### config.mk
export PLATFORM = sky130hd
export DESIGN_NAME = power_loss_recovery_control
export DESIGN_NICKNAME = d
export VERILOG_FILES = /design/src/design/power_loss_pkg.sv /design/src/design/power_loss_recovery_control.sv /design/src/design/standby_window_timer.sv
export SDC_FILE = /design/constraint.sdc
export NUM_CORES = 1
export LEC_CHECK = 0
export BUFFER_PORTS_ARGS = -buffer_cell sky130_fd_sc_hd__buf_2
export CAP_MARGIN = 20
export CORE_MARGIN = 5
export CORE_UTILIZATION = 45
export DETAILED_ROUTE_END_ITERATION = 10
export GPL_TIMING_DRIVEN = 0
export PLACE_DENSITY_LB_ADDON = 0.05
export SYNTH_ARGS = -nofsm -noshare
export SYNTH_HDL_FRONTEND = slang
export SYNTH_HIERARCHICAL = 1
export SYNTH_SLANG_ARGS = --single-unit
### constraint.sdc
create_clock -name core_clk -period 3.36 [get_ports core_clk]
set_input_delay 0.672 -clock core_clk [delete_from_list [all_inputs] [get_ports core_clk]]
set_output_delay 0.672 -clock core_clk [all_outputs]
set_load 0.03 [all_outputs]
### src/design/power_loss_pkg.sv
package power_loss_pkg;

  // ****************************************************************
  // timing
  // ****************************************************************
  localparam int unsigned CLOCK_HZ = 40_000_000;
  localparam int unsigned STABLE_WINDOW_S = 30;
  localparam longint unsigned STABLE_WINDOW_CYCLES =
    longint'(STABLE_WINDOW_S) * longint'(CLOCK_HZ);
  localparam int unsigned WINDOW_COUNT_WIDTH = 31;

  // ****************************************************************
  // recovery modes
  // ****************************************************************
  localparam logic [1:0] MODE_TURN_ON = 2'h0;
  localparam logic [1:0] MODE_REMAIN_OFF = 2'h1;
  localparam logic [1:0] MODE_LAST_STATE = 2'h2;

  // ****************************************************************
  // reset values
  // ****************************************************************
  localparam logic RESET_LAST_ON = 1'h0;
  localparam logic RESET_SUPPLY_ENABLE_N = 1'h1;

  typedef enum logic [2:0] {
    st_off_idle,
    st_off_watch,
    st_wait_good,
    st_running
  } phase_type;

endpackage : power_loss_pkg

### src/design/power_loss_recovery_control.sv
`timescale 1ns/1ps
// Behaviour
// - in soft or mechanical off, standby rail is sampled every cycle
// - standby valid a full 30 s after off: orderly switch-off
// - standby lost inside the 30 s window: AC power loss
// - mode picks turn on, remain off or last state on return
// - the 30 s window matters only in last-state mode
// - loss within 30 s of shutdown leaves last state recorded as off
// - without a standby rail the mode setting has no effect on power-up after a loss
// - active-low supply enable output switches the main supply on
module power_loss_recovery_control
  import power_loss_pkg::*;
(
  input wire logic core_clk,
  input wire logic reset,
  input wire logic standby_present,
  input wire logic standby_supported,
  input wire logic [1:0] recovery_mode,
  input wire logic power_on_request,
  input wire logic shutdown_request,
  input wire logic carrier_power_good,
  output logic main_supply_enable_n,
  output logic sequencing_active,
  output logic last_state_on,
  output logic power_loss_detected,
  output logic orderly_off_detected
);

  // ****************************************************************
  // state
  // ****************************************************************
  typedef struct packed {
    phase_type phase;
    logic supply_enable_n;
    logic sequencing;
    logic last_on;
    logic loss_seen;
    logic orderly_seen;
    logic standby_prev;
  } ctrl_state_type;

  ctrl_state_type state;
  ctrl_state_type next_state;
  logic window_start;
  logic window_run;
  logic window_expired;
  logic standby_returned;
  logic want_on;

  standby_window_timer window_timer (
    .core_clk(core_clk),
    .reset(reset),
    .start(window_start),
    .run(window_run),
    .expired(window_expired)
  );

  assign standby_returned = standby_present && !state.standby_prev;

  // ****************************************************************
  // recovery decision
  // ****************************************************************
  always_comb begin
    case (recovery_mode)
      MODE_TURN_ON: want_on = 1'b1;
      MODE_REMAIN_OFF: want_on = 1'b0;
      MODE_LAST_STATE: want_on = state.last_on;
      default: want_on = 1'b0;
    endcase
  end

  // ****************************************************************
  // sequencer
  // ****************************************************************
  always_comb begin
    next_state = state;
    window_start = 1'b0;
    window_run = 1'b0;
    next_state.standby_prev = standby_present;
    case (state.phase)
      st_running: begin
        if (shutdown_request || !standby_present) begin
          next_state.phase = st_off_watch;
          next_state.supply_enable_n = 1'b1;
          next_state.sequencing = 1'b0;
          next_state.loss_seen = 1'b0;
          next_state.orderly_seen = 1'b0;
          window_start = 1'b1;
          // record is cleared only if shutdown was orderly
          if (shutdown_request) begin
            next_state.last_on = 1'b0;
          end
        end
      end
      st_off_watch: begin
        // only the last-state mode relies on the window
        window_run = (recovery_mode == MODE_LAST_STATE);
        if (!standby_present) begin
          next_state.phase = st_off_idle;
          next_state.loss_seen = 1'b1;
        end else if (window_expired || !window_run) begin
          next_state.phase = st_off_idle;
          next_state.orderly_seen = 1'b1;
        end else if (power_on_request) begin
          next_state.phase = st_wait_good;
          next_state.supply_enable_n = 1'b0;
        end
      end
      st_off_idle: begin
        if (power_on_request && standby_present) begin
          next_state.phase = st_wait_good;
          next_state.supply_enable_n = 1'b0;
        end else if (standby_returned && state.loss_seen) begin
          // without standby the supply itself dictates power-up
          if (!standby_supported || want_on) begin
            next_state.phase = st_wait_good;
            next_state.supply_enable_n = 1'b0;
          end
        end
      end
      st_wait_good: begin
        if (!standby_present && standby_supported) begin
          next_state.phase = st_off_idle;
          next_state.supply_enable_n = 1'b1;
          next_state.loss_seen = 1'b1;
          // a stale orderly flag must not sit beside a fresh loss
          next_state.orderly_seen = 1'b0;
        end else if (carrier_power_good) begin
          next_state.phase = st_running;
          next_state.sequencing = 1'b1;
          next_state.last_on = 1'b1;
        end
      end
      default: begin
        next_state.phase = st_off_idle;
      end
    endcase
  end

  always_ff @(posedge core_clk or posedge reset) begin
    if (reset) begin
      state.phase <= st_off_idle;
      state.supply_enable_n <= RESET_SUPPLY_ENABLE_N;
      state.sequencing <= 1'b0;
      state.last_on <= RESET_LAST_ON;
      state.loss_seen <= 1'b0;
      state.orderly_seen <= 1'b0;
      state.standby_prev <= 1'b0;
    end else begin
      state <= next_state;
    end
  end

  assign main_supply_enable_n = state.supply_enable_n;
  assign sequencing_active = state.sequencing;
  assign last_state_on = state.last_on;
  assign power_loss_detected = state.loss_seen;
  assign orderly_off_detected = state.orderly_seen;

endmodule : power_loss_recovery_control

### src/design/standby_window_timer.sv
`timescale 1ns/1ps
module standby_window_timer
  import power_loss_pkg::*;
#(
  parameter logic [WINDOW_COUNT_WIDTH-1:0] WINDOW =
    WINDOW_COUNT_WIDTH'(STABLE_WINDOW_CYCLES)
) (
  input wire logic core_clk,
  input wire logic reset,
  input wire logic start,
  input wire logic run,
  output logic expired
);

  typedef struct packed {
    logic [WINDOW_COUNT_WIDTH-1:0] count;
    logic expired;
  } timer_state_type;

  timer_state_type state;
  timer_state_type next_state;

  always_comb begin
    next_state = state;
    if (start) begin
      next_state.count = '0;
      next_state.expired = 1'b0;
    end else if (run && !state.expired) begin
      if (state.count >= WINDOW - 1'b1) begin
        next_state.expired = 1'b1;
      end else begin
        next_state.count = state.count + 1'b1;
      end
    end
  end

  always_ff @(posedge core_clk or posedge reset) begin
    if (reset) begin
      state <= '0;
    end else begin
      state <= next_state;
    end
  end

  assign expired = state.expired;

endmodule : standby_window_timer

==> results.yml, run 1 <==
run_status:
  status: "finished, final reports clean"
clock_tree:
  clkLatencyLatePin_ns: 0.30
  ctsHoldBuffers: 0
  post_cts_buffers: 0
  cts_made_buffers: 5
  cts_buffer_depth: 2
  root_buffer: "clkbuf_8"
  clock_sinks: 40
  post_cts_resized: 0
  cts_tree: "done"
  htreeDepth: 2
  clk_pin_slew_worst_paths_ns: 0.08
timing:
  clock.fmax_ghz: 0.375
  fin_skew_ns: 0.00925
  slew_viol_final: 0
  timing.final.hold_violations: 0
  rsz0062_at_grt: "no"
  slew_headroom_pct: 37.2
  tightest_slew_ns: 0.933
  fin_crit_ns: 2.67
  setup_tns_ns: 0
  setup_viol: 0
  finalCritPeriodShare_pct: 79.4
routing:
  first_pass_iters: 6
  ant_nets: 0
  wl_met3_um: 260
  wl_per_cell_um: 14.5
  drtIter0Drc: 86
  top_layer: "met4"
  routed-wl-met2_mm: 2.42
  vias: 1926
  drc: 0
  wl_met1_mm: 2.34
  routed_wirelength_mm: 5.09
  vias_per_cell: 5.47
die:
  initial_core_util_pct: 46.1
  top_level_ports: 14
  die_x_um: 82.3
  die_area_um2: 6780
  rows: 26
  coreArea_um2: 5110
  die_h_um: 82.3
grt:
  grt_pass1_vias: 1830
  antenna_found_initial: 0
  globalRouteOverflowTotal: 0
  grt_pass1_wl_mm: 8.59
  grt_max_degree: 18
  grtUsageTotal_pct: 16.7
critical_path:
  startpoint_type: "flip-flop"
  cp_data_required_time_ns: 3.51
  endpoint_kind: "flip-flop"
  r2r_cells: 7
  critPathKind: "reg2reg"
  critical_path.max_stage_delay_ns: 0.59
  crit_path_cell_trace: "or4_1 > or4_1 > a211oi_4 > buf_2 > nor3_1 > xnor2_1 > nor2_1"
  worstPathArrival_ns: 2.82
  critPathMaxFanout: 10
  critical-path-slowest-cell: "or4_1"
  cpMostUsedCell: "or4_1"
synthesis:
  ys_types: 47
  synth_edf_count: 0
  ys_seq_area_share_pct: 42.6
  synth_seq_cells: 40
  syn_area_per_cell_um2: 9.05
  synth_ff_type: "dfrtp_1"
  synth_nets: 274
  yosys_warnings: 6
  synth_area_um2: 2350
  async_reset_ff_share_pct: 100
  syn-instance-count: 260
finish:
  antenna_cells: 0
  instances_no_fill: 352
  nNetsFinal: 295
  drive_above_1_share_pct: 14.2
  areaGrowthSynthToFinish_pct: 12.2
pwr:
  powerDensity_nw_per_um2: 565
  max-vdd-ir-drop_uv: 307
  leakage_nw: 1.10
run:
  maxCapViolations: 0
place:
  dp.cells: 344
  globalplace.congestion: 0.779
  port_buffers: 13
  dp_hpwl_mm: 3.76
min_path:
  hold_path.class: "in2async"
[critical path, delay by kind of cell (launching register included)]
family | cells | cell delay (ns)
AND/OR/NAND/NOR | 4 | 1.33
flip-flops | 1 | 0.42
AO/OA/AOI/OAI | 1 | 0.32
buffers and inverters | 1 | 0.30
XOR/XNOR | 1 | 0.16
[path summary, 6_finish.rpt]
check	from	slack [ns]	endpoint
min in group core_clk	power_loss_detected	0.53	power_loss_detected
hold reg to reg	power_loss_detected	0.53	power_loss_detected
setup / recovery	window_timer/state[20]	0.69	window_timer/state[24]
max in group asynchronous	reset	2.32	window_timer/state[11]
setup reg to reg	window_timer/state[20]	0.69	window_timer/state[24]
hold / removal	reset	0.32	sequencing_active
[routing by layer]
metal / vias to the layer above / global-route usage [%]
met2: 44 / 28.5
met4: 0 / 5.48
li1: 955 / -
met1: 922 / 20.9
met3: 5 / 3.58
met5: - / 0
[layout make-up]
cell class | instances | area, µm²
Timing Repair Buffer | 14 | 92.6
Tap cell | 70 | 87.6
Sequential cell | 40 | 1000
Inverter | 14 | 52.6
Clock buffer | 6 | 72.6
Buffer | 9 | 37.5
Fill cell | 491 | 2470
Multi-Input combinational cell | 197 | 1260
Clock inverter | 2 | 35.0
[Yosys cell counts, drive strengths merged, types with 4 or more instances]
cell	n	area (µm²)
a21oi	14	70.1
buf	4	18.8
clkbuf	5	18.8
dfrtp	39	976
ha	5	62.6
inv	14	52.6
mux2	4	48.8
nand2	22	82.6
nand3	9	50.1
nand4	9	56.3
nor2	39	149
nor2b	4	25.0
nor3	11	60.1
nor4	13	81.3
or4	5	37.5
xnor2	23	201
[through the flow]
step / utilization (%) / hold WS, ns / setup WS (ns) / instance area, µm² / total power [mW]
after floorplan: - / 0.479 / 0.921 / 2350 / 0.990
after CTS: 51.7 / 0.341 / 0.684 / 2640 / 1.51
after global placement: 49.1 / 0.511 / 0.712 / 2510 / 1.11
final: 51.7 / 0.322 / 0.693 / 2640 / 1.49
after global routing: 51.7 / 0.360 / 0.494 / 2640 / 1.59
after detailed placement: 49.6 / 0.516 / 0.720 / 2530 / 1.12
[cells by family after synthesis]
kind of cell / share of synthesized area [%]
compound gates: 9.68
xor+xnor: 8.56
simple gates: 29.8
mux: 2.92
buf+inv: 3.83
flops: 42.6
fa+ha+maj: 2.66
[power by group]
part | leakage, nW | switching, mW | internal, mW
clock | 0.0552 | 0.166 | 0.220
sequential | 0.544 | 0.0364 | 0.537
combinational | 0.497 | 0.329 | 0.204
total | 1.10 | 0.531 | 0.961
[placed cells by master (no fill, tap or decap), drive strengths merged]
| cell type | n |
|---|---|
| nor4 | 13 |
| clkinv | 1 |
| nor4bb | 1 |
| o21a | 1 |
| o2111a | 1 |
| a211o | 1 |
| a31oi | 3 |
| o21ai | 3 |
| nand4 | 9 |
| or3b | 1 |
| ha | 5 |
| buf | 18 |
| a211oi | 1 |
| or4 | 5 |
| nand3b | 3 |
| or2 | 3 |
| a221oi | 1 |
| a2111oi | 1 |
| dfstp | 1 |
| o31ai | 3 |
| clkbuf | 11 |
| or3 | 3 |
| o221ai | 1 |
| dfrtp | 39 |
| and3 | 3 |
| xnor2 | 23 |
| nor2 | 39 |
| nor3b | 2 |
| a21oi | 14 |
| a21o | 1 |
| mux2 | 4 |
| nand3 | 9 |
| or4b | 1 |
| nand2 | 22 |
| nor2b | 4 |
| nor3 | 11 |
| mux2i | 2 |
| nand2b | 3 |
| inv | 14 |
| bufinv | 1 |
[flip-flops by register name, summed over array words and instances, names as in the netlist]
| signal | flops |
|---|---|
| sequencing_active | 1 |
| main_supply_enable_n | 1 |
| orderly_off_detected | 1 |
| last_state_on | 1 |
| window_timer/state | 31 |
| state | 3 |
| power_loss_detected | 1 |
| window_timer/expired | 1 |
Note: power is estimated with default switching activity, not from simulation.
==> inputs of run 2 (changes only) <==
Settings changed: ABC_AREA set to 1.
Clock period 3.36 ns to 2.4 ns, I/O delays scaled along.
==> results.yml, run 2 <==
run_status:
  status: "finished, final reports clean"
critical_path:
  critical_path.max_stage_delay_ns: 0.50
  r2r_end: "window_timer/state[3]"
  critPathKind: "reg2reg"
  startpoint_type: "flip-flop"
  r2r_start: "state[6]"
  cp.depth: 8
  critical-path-slowest-cell: "clkbuf_1"
  cp_data_required_time_ns: 2.64
  crit_end: "window_timer/state[3]"
  crit_family: "buffers and inverters"
  crit_path_cell_trace: "ha_1 > inv_1 > a21oi_1 > clkbuf_1 > inv_1 > clkbuf_1 > nand3_1 > nand2_1"
  startpoint: "state[6]"
  r2r_slack_ns: 0.35
  critPathMaxFanout: 10
  endpoint_kind: "flip-flop"
  worst-path-buf-inv: 4
  worstPathArrival_ns: 2.29
  r2r_cells: 8
synthesis:
  ys_types: 32
  async_reset_ff_share_pct: 100
  yosys-top-cells-count: "nand2_1 (193), nor2_1 (100), nand3_1 (57)"
  synth_area_um2: 3230
  synth_top_area_share_pct: 30.2
  synth_edf_count: 0
  yosys_warnings: 6
  synth_ff_type: "dfrtp_1"
  post-synth-top-count-cell: "nand2_1"
  synth_area_leaders: "dfrtp_1 (30%), nand2_1 (22%), nor2_1 (12%)"
  synth_nets: 536
  synth_area_leader_cell: "dfrtp_1"
  syn-instance-count: 522
  ys_seq_area_share_pct: 31.0
  synth_seq_cells: 40
  syn_area_per_cell_um2: 6.18
clock_tree:
  clk_pin_slew_worst_paths_ns: 0.08
  post_cts_buffers: 0
  htreeDepth: 2
  ctsHoldBuffers: 0
  clock_sinks: 40
  cts_buffer_depth: 2
  post_cts_resized: 0
  clkLatencyLatePin_ns: 0.30
  cts_made_buffers: 5
  cts_tree: "done"
  root_buffer: "clkbuf_8"
routing:
  wl_per_cell_um: 13.8
  vias: 3182
  vias_per_cell: 4.97
  drc: 0
  first_pass_iters: 5
  drtIter0Drc: 235
  ant_nets: 0
  routed_wirelength_mm: 8.80
finish:
  antenna_cells: 0
  mostFrequentLayoutCells: "nand2_1 (193), nor2_1 (100), nand3_1 (57)"
  largest_register_ffs: 31
  nFillCells: 709
  reg_top3: "window_timer/state (31), state (3)"
  areaGrowthSynthToFinish_pct: 11.5
  instances_no_fill: 640
  drive_above_1_share_pct: 9.93
  finish.instance_area_um2: 3600
  multiInputGateArea_um2: 1920
  seq_area_um2: 1000
  regMostFlops: "window_timer/state"
  nNetsFinal: 557
  final_common_cell: "nand2_1"
  post-route-util_pct: 52.4
timing:
  finalCritPeriodShare_pct: 85.2
  rsz0062_at_grt: "no"
  clock.fmax_ghz: 0.489
  fin_skew_ns: 0.00674
  timing.final.hold_violations: 0
  tightest_slew_ns: 0.768
  setup_viol: 0
  fin_crit_ns: 2.05
  slew_viol_final: 0
  slew_headroom_pct: 48.7
  setup_tns_ns: 0
die:
  initial_core_util_pct: 47.0
  top_level_ports: 14
  die_x_um: 94.7
  coreArea_um2: 6870
  die_h_um: 94.7
  rows: 30
  die_area_um2: 8970
grt:
  grt_pass1_wl_mm: 14.5
  grtUsageTotal_pct: 20.7
  antenna_found_initial: 0
  grt_pass1_vias: 2877
  globalRouteOverflowTotal: 0
  grt_max_degree: 18
pwr:
  leakage_nw: 1.79
  max-vdd-ir-drop_uv: 536
  powerDensity_nw_per_um2: 1030
place:
  globalplace.congestion: 0.929
  placed_area_um2: 3440
  port_buffers: 13
  dp_hpwl_mm: 6.86
  dp.cells: 632
min_path:
  hold_path.class: "in2async"
run:
  maxCapViolations: 0
[run 2: cell count changes in the layout (fill, tap and decap cells not counted), sizes merged, moves of 5 or more]
cell | before | now
nand2 | 22 | 201
nor2 | 39 | 105
nand3 | 9 | 60
inv | 14 | 50
xnor2 | 23 | 3
nor4 | 13 | 0
nor3 | 11 | 2
xor2 | 0 | 7
a21o | 1 | 7
buf | 18 | 23
or4 | 5 | 0
[run 2: how the worst min path moves through the flow]
stage / start / to / slack, ns
2_1_floorplan: reset / last_state_on / 0.29
3_3_place_gp: main_supply_enable_n / main_supply_enable_n / 0.45
3_5_place_dp: main_supply_enable_n / main_supply_enable_n / 0.46
4_1_cts: reset / power_loss_detected / 0.13
5_1_grt: reset / power_loss_detected / 0.16
6_report: reset / power_loss_detected / 0.13
[run 2: cell families after synthesis]
family,share of synthesized area (%)
xor gates and xnor gates,2.71
DFF,31.0
adders and majority gates,1.94
buffers and inverters,9.54
and+or+nand+nor,49.8
AOI/OAI and AO/OA,4.96
[run 2: per-stage QoR]
stage                     power (mW)  setup slack, ns  hold WS (ns)
final                           3.70            0.355         0.128
after global routing            3.99            0.168         0.162
after CTS                       3.71            0.364         0.133
after detailed placement        2.92            0.294         0.457
after global placement          2.89            0.368         0.451
after floorplan                 2.48            0.723         0.295
[run 2: power breakdown]
group          switching [mW]  internal (mW)  total, mW
clock network           0.255          0.520      0.775
logic                    1.04          0.591       1.63
registers               0.356          0.932       1.29
[run 2: area by class of cell]
| cell class | instances | area share (%) |
|---|---|---|
| Clock buffer | 5 | 1.91 |
| Inverter | 50 | 5.35 |
| Clock inverter | 3 | 2.50 |
| Multi-Input combinational cell | 416 | 53.3 |
| Tap cell | 96 | 3.34 |
| Sequential cell | 40 | 27.8 |
| Buffer | 16 | 3.20 |
| Timing Repair Buffer | 14 | 2.57 |
[run 2: routing by layer]
layer	track usage [%]	vias to the layer above	part of all wire, %
met1	32.2	1417	51
met3	3.35	9	5.5
li1	-	1662	-
met2	30.0	94	42
met5	0	-	0
met4	4.09	0	0.72
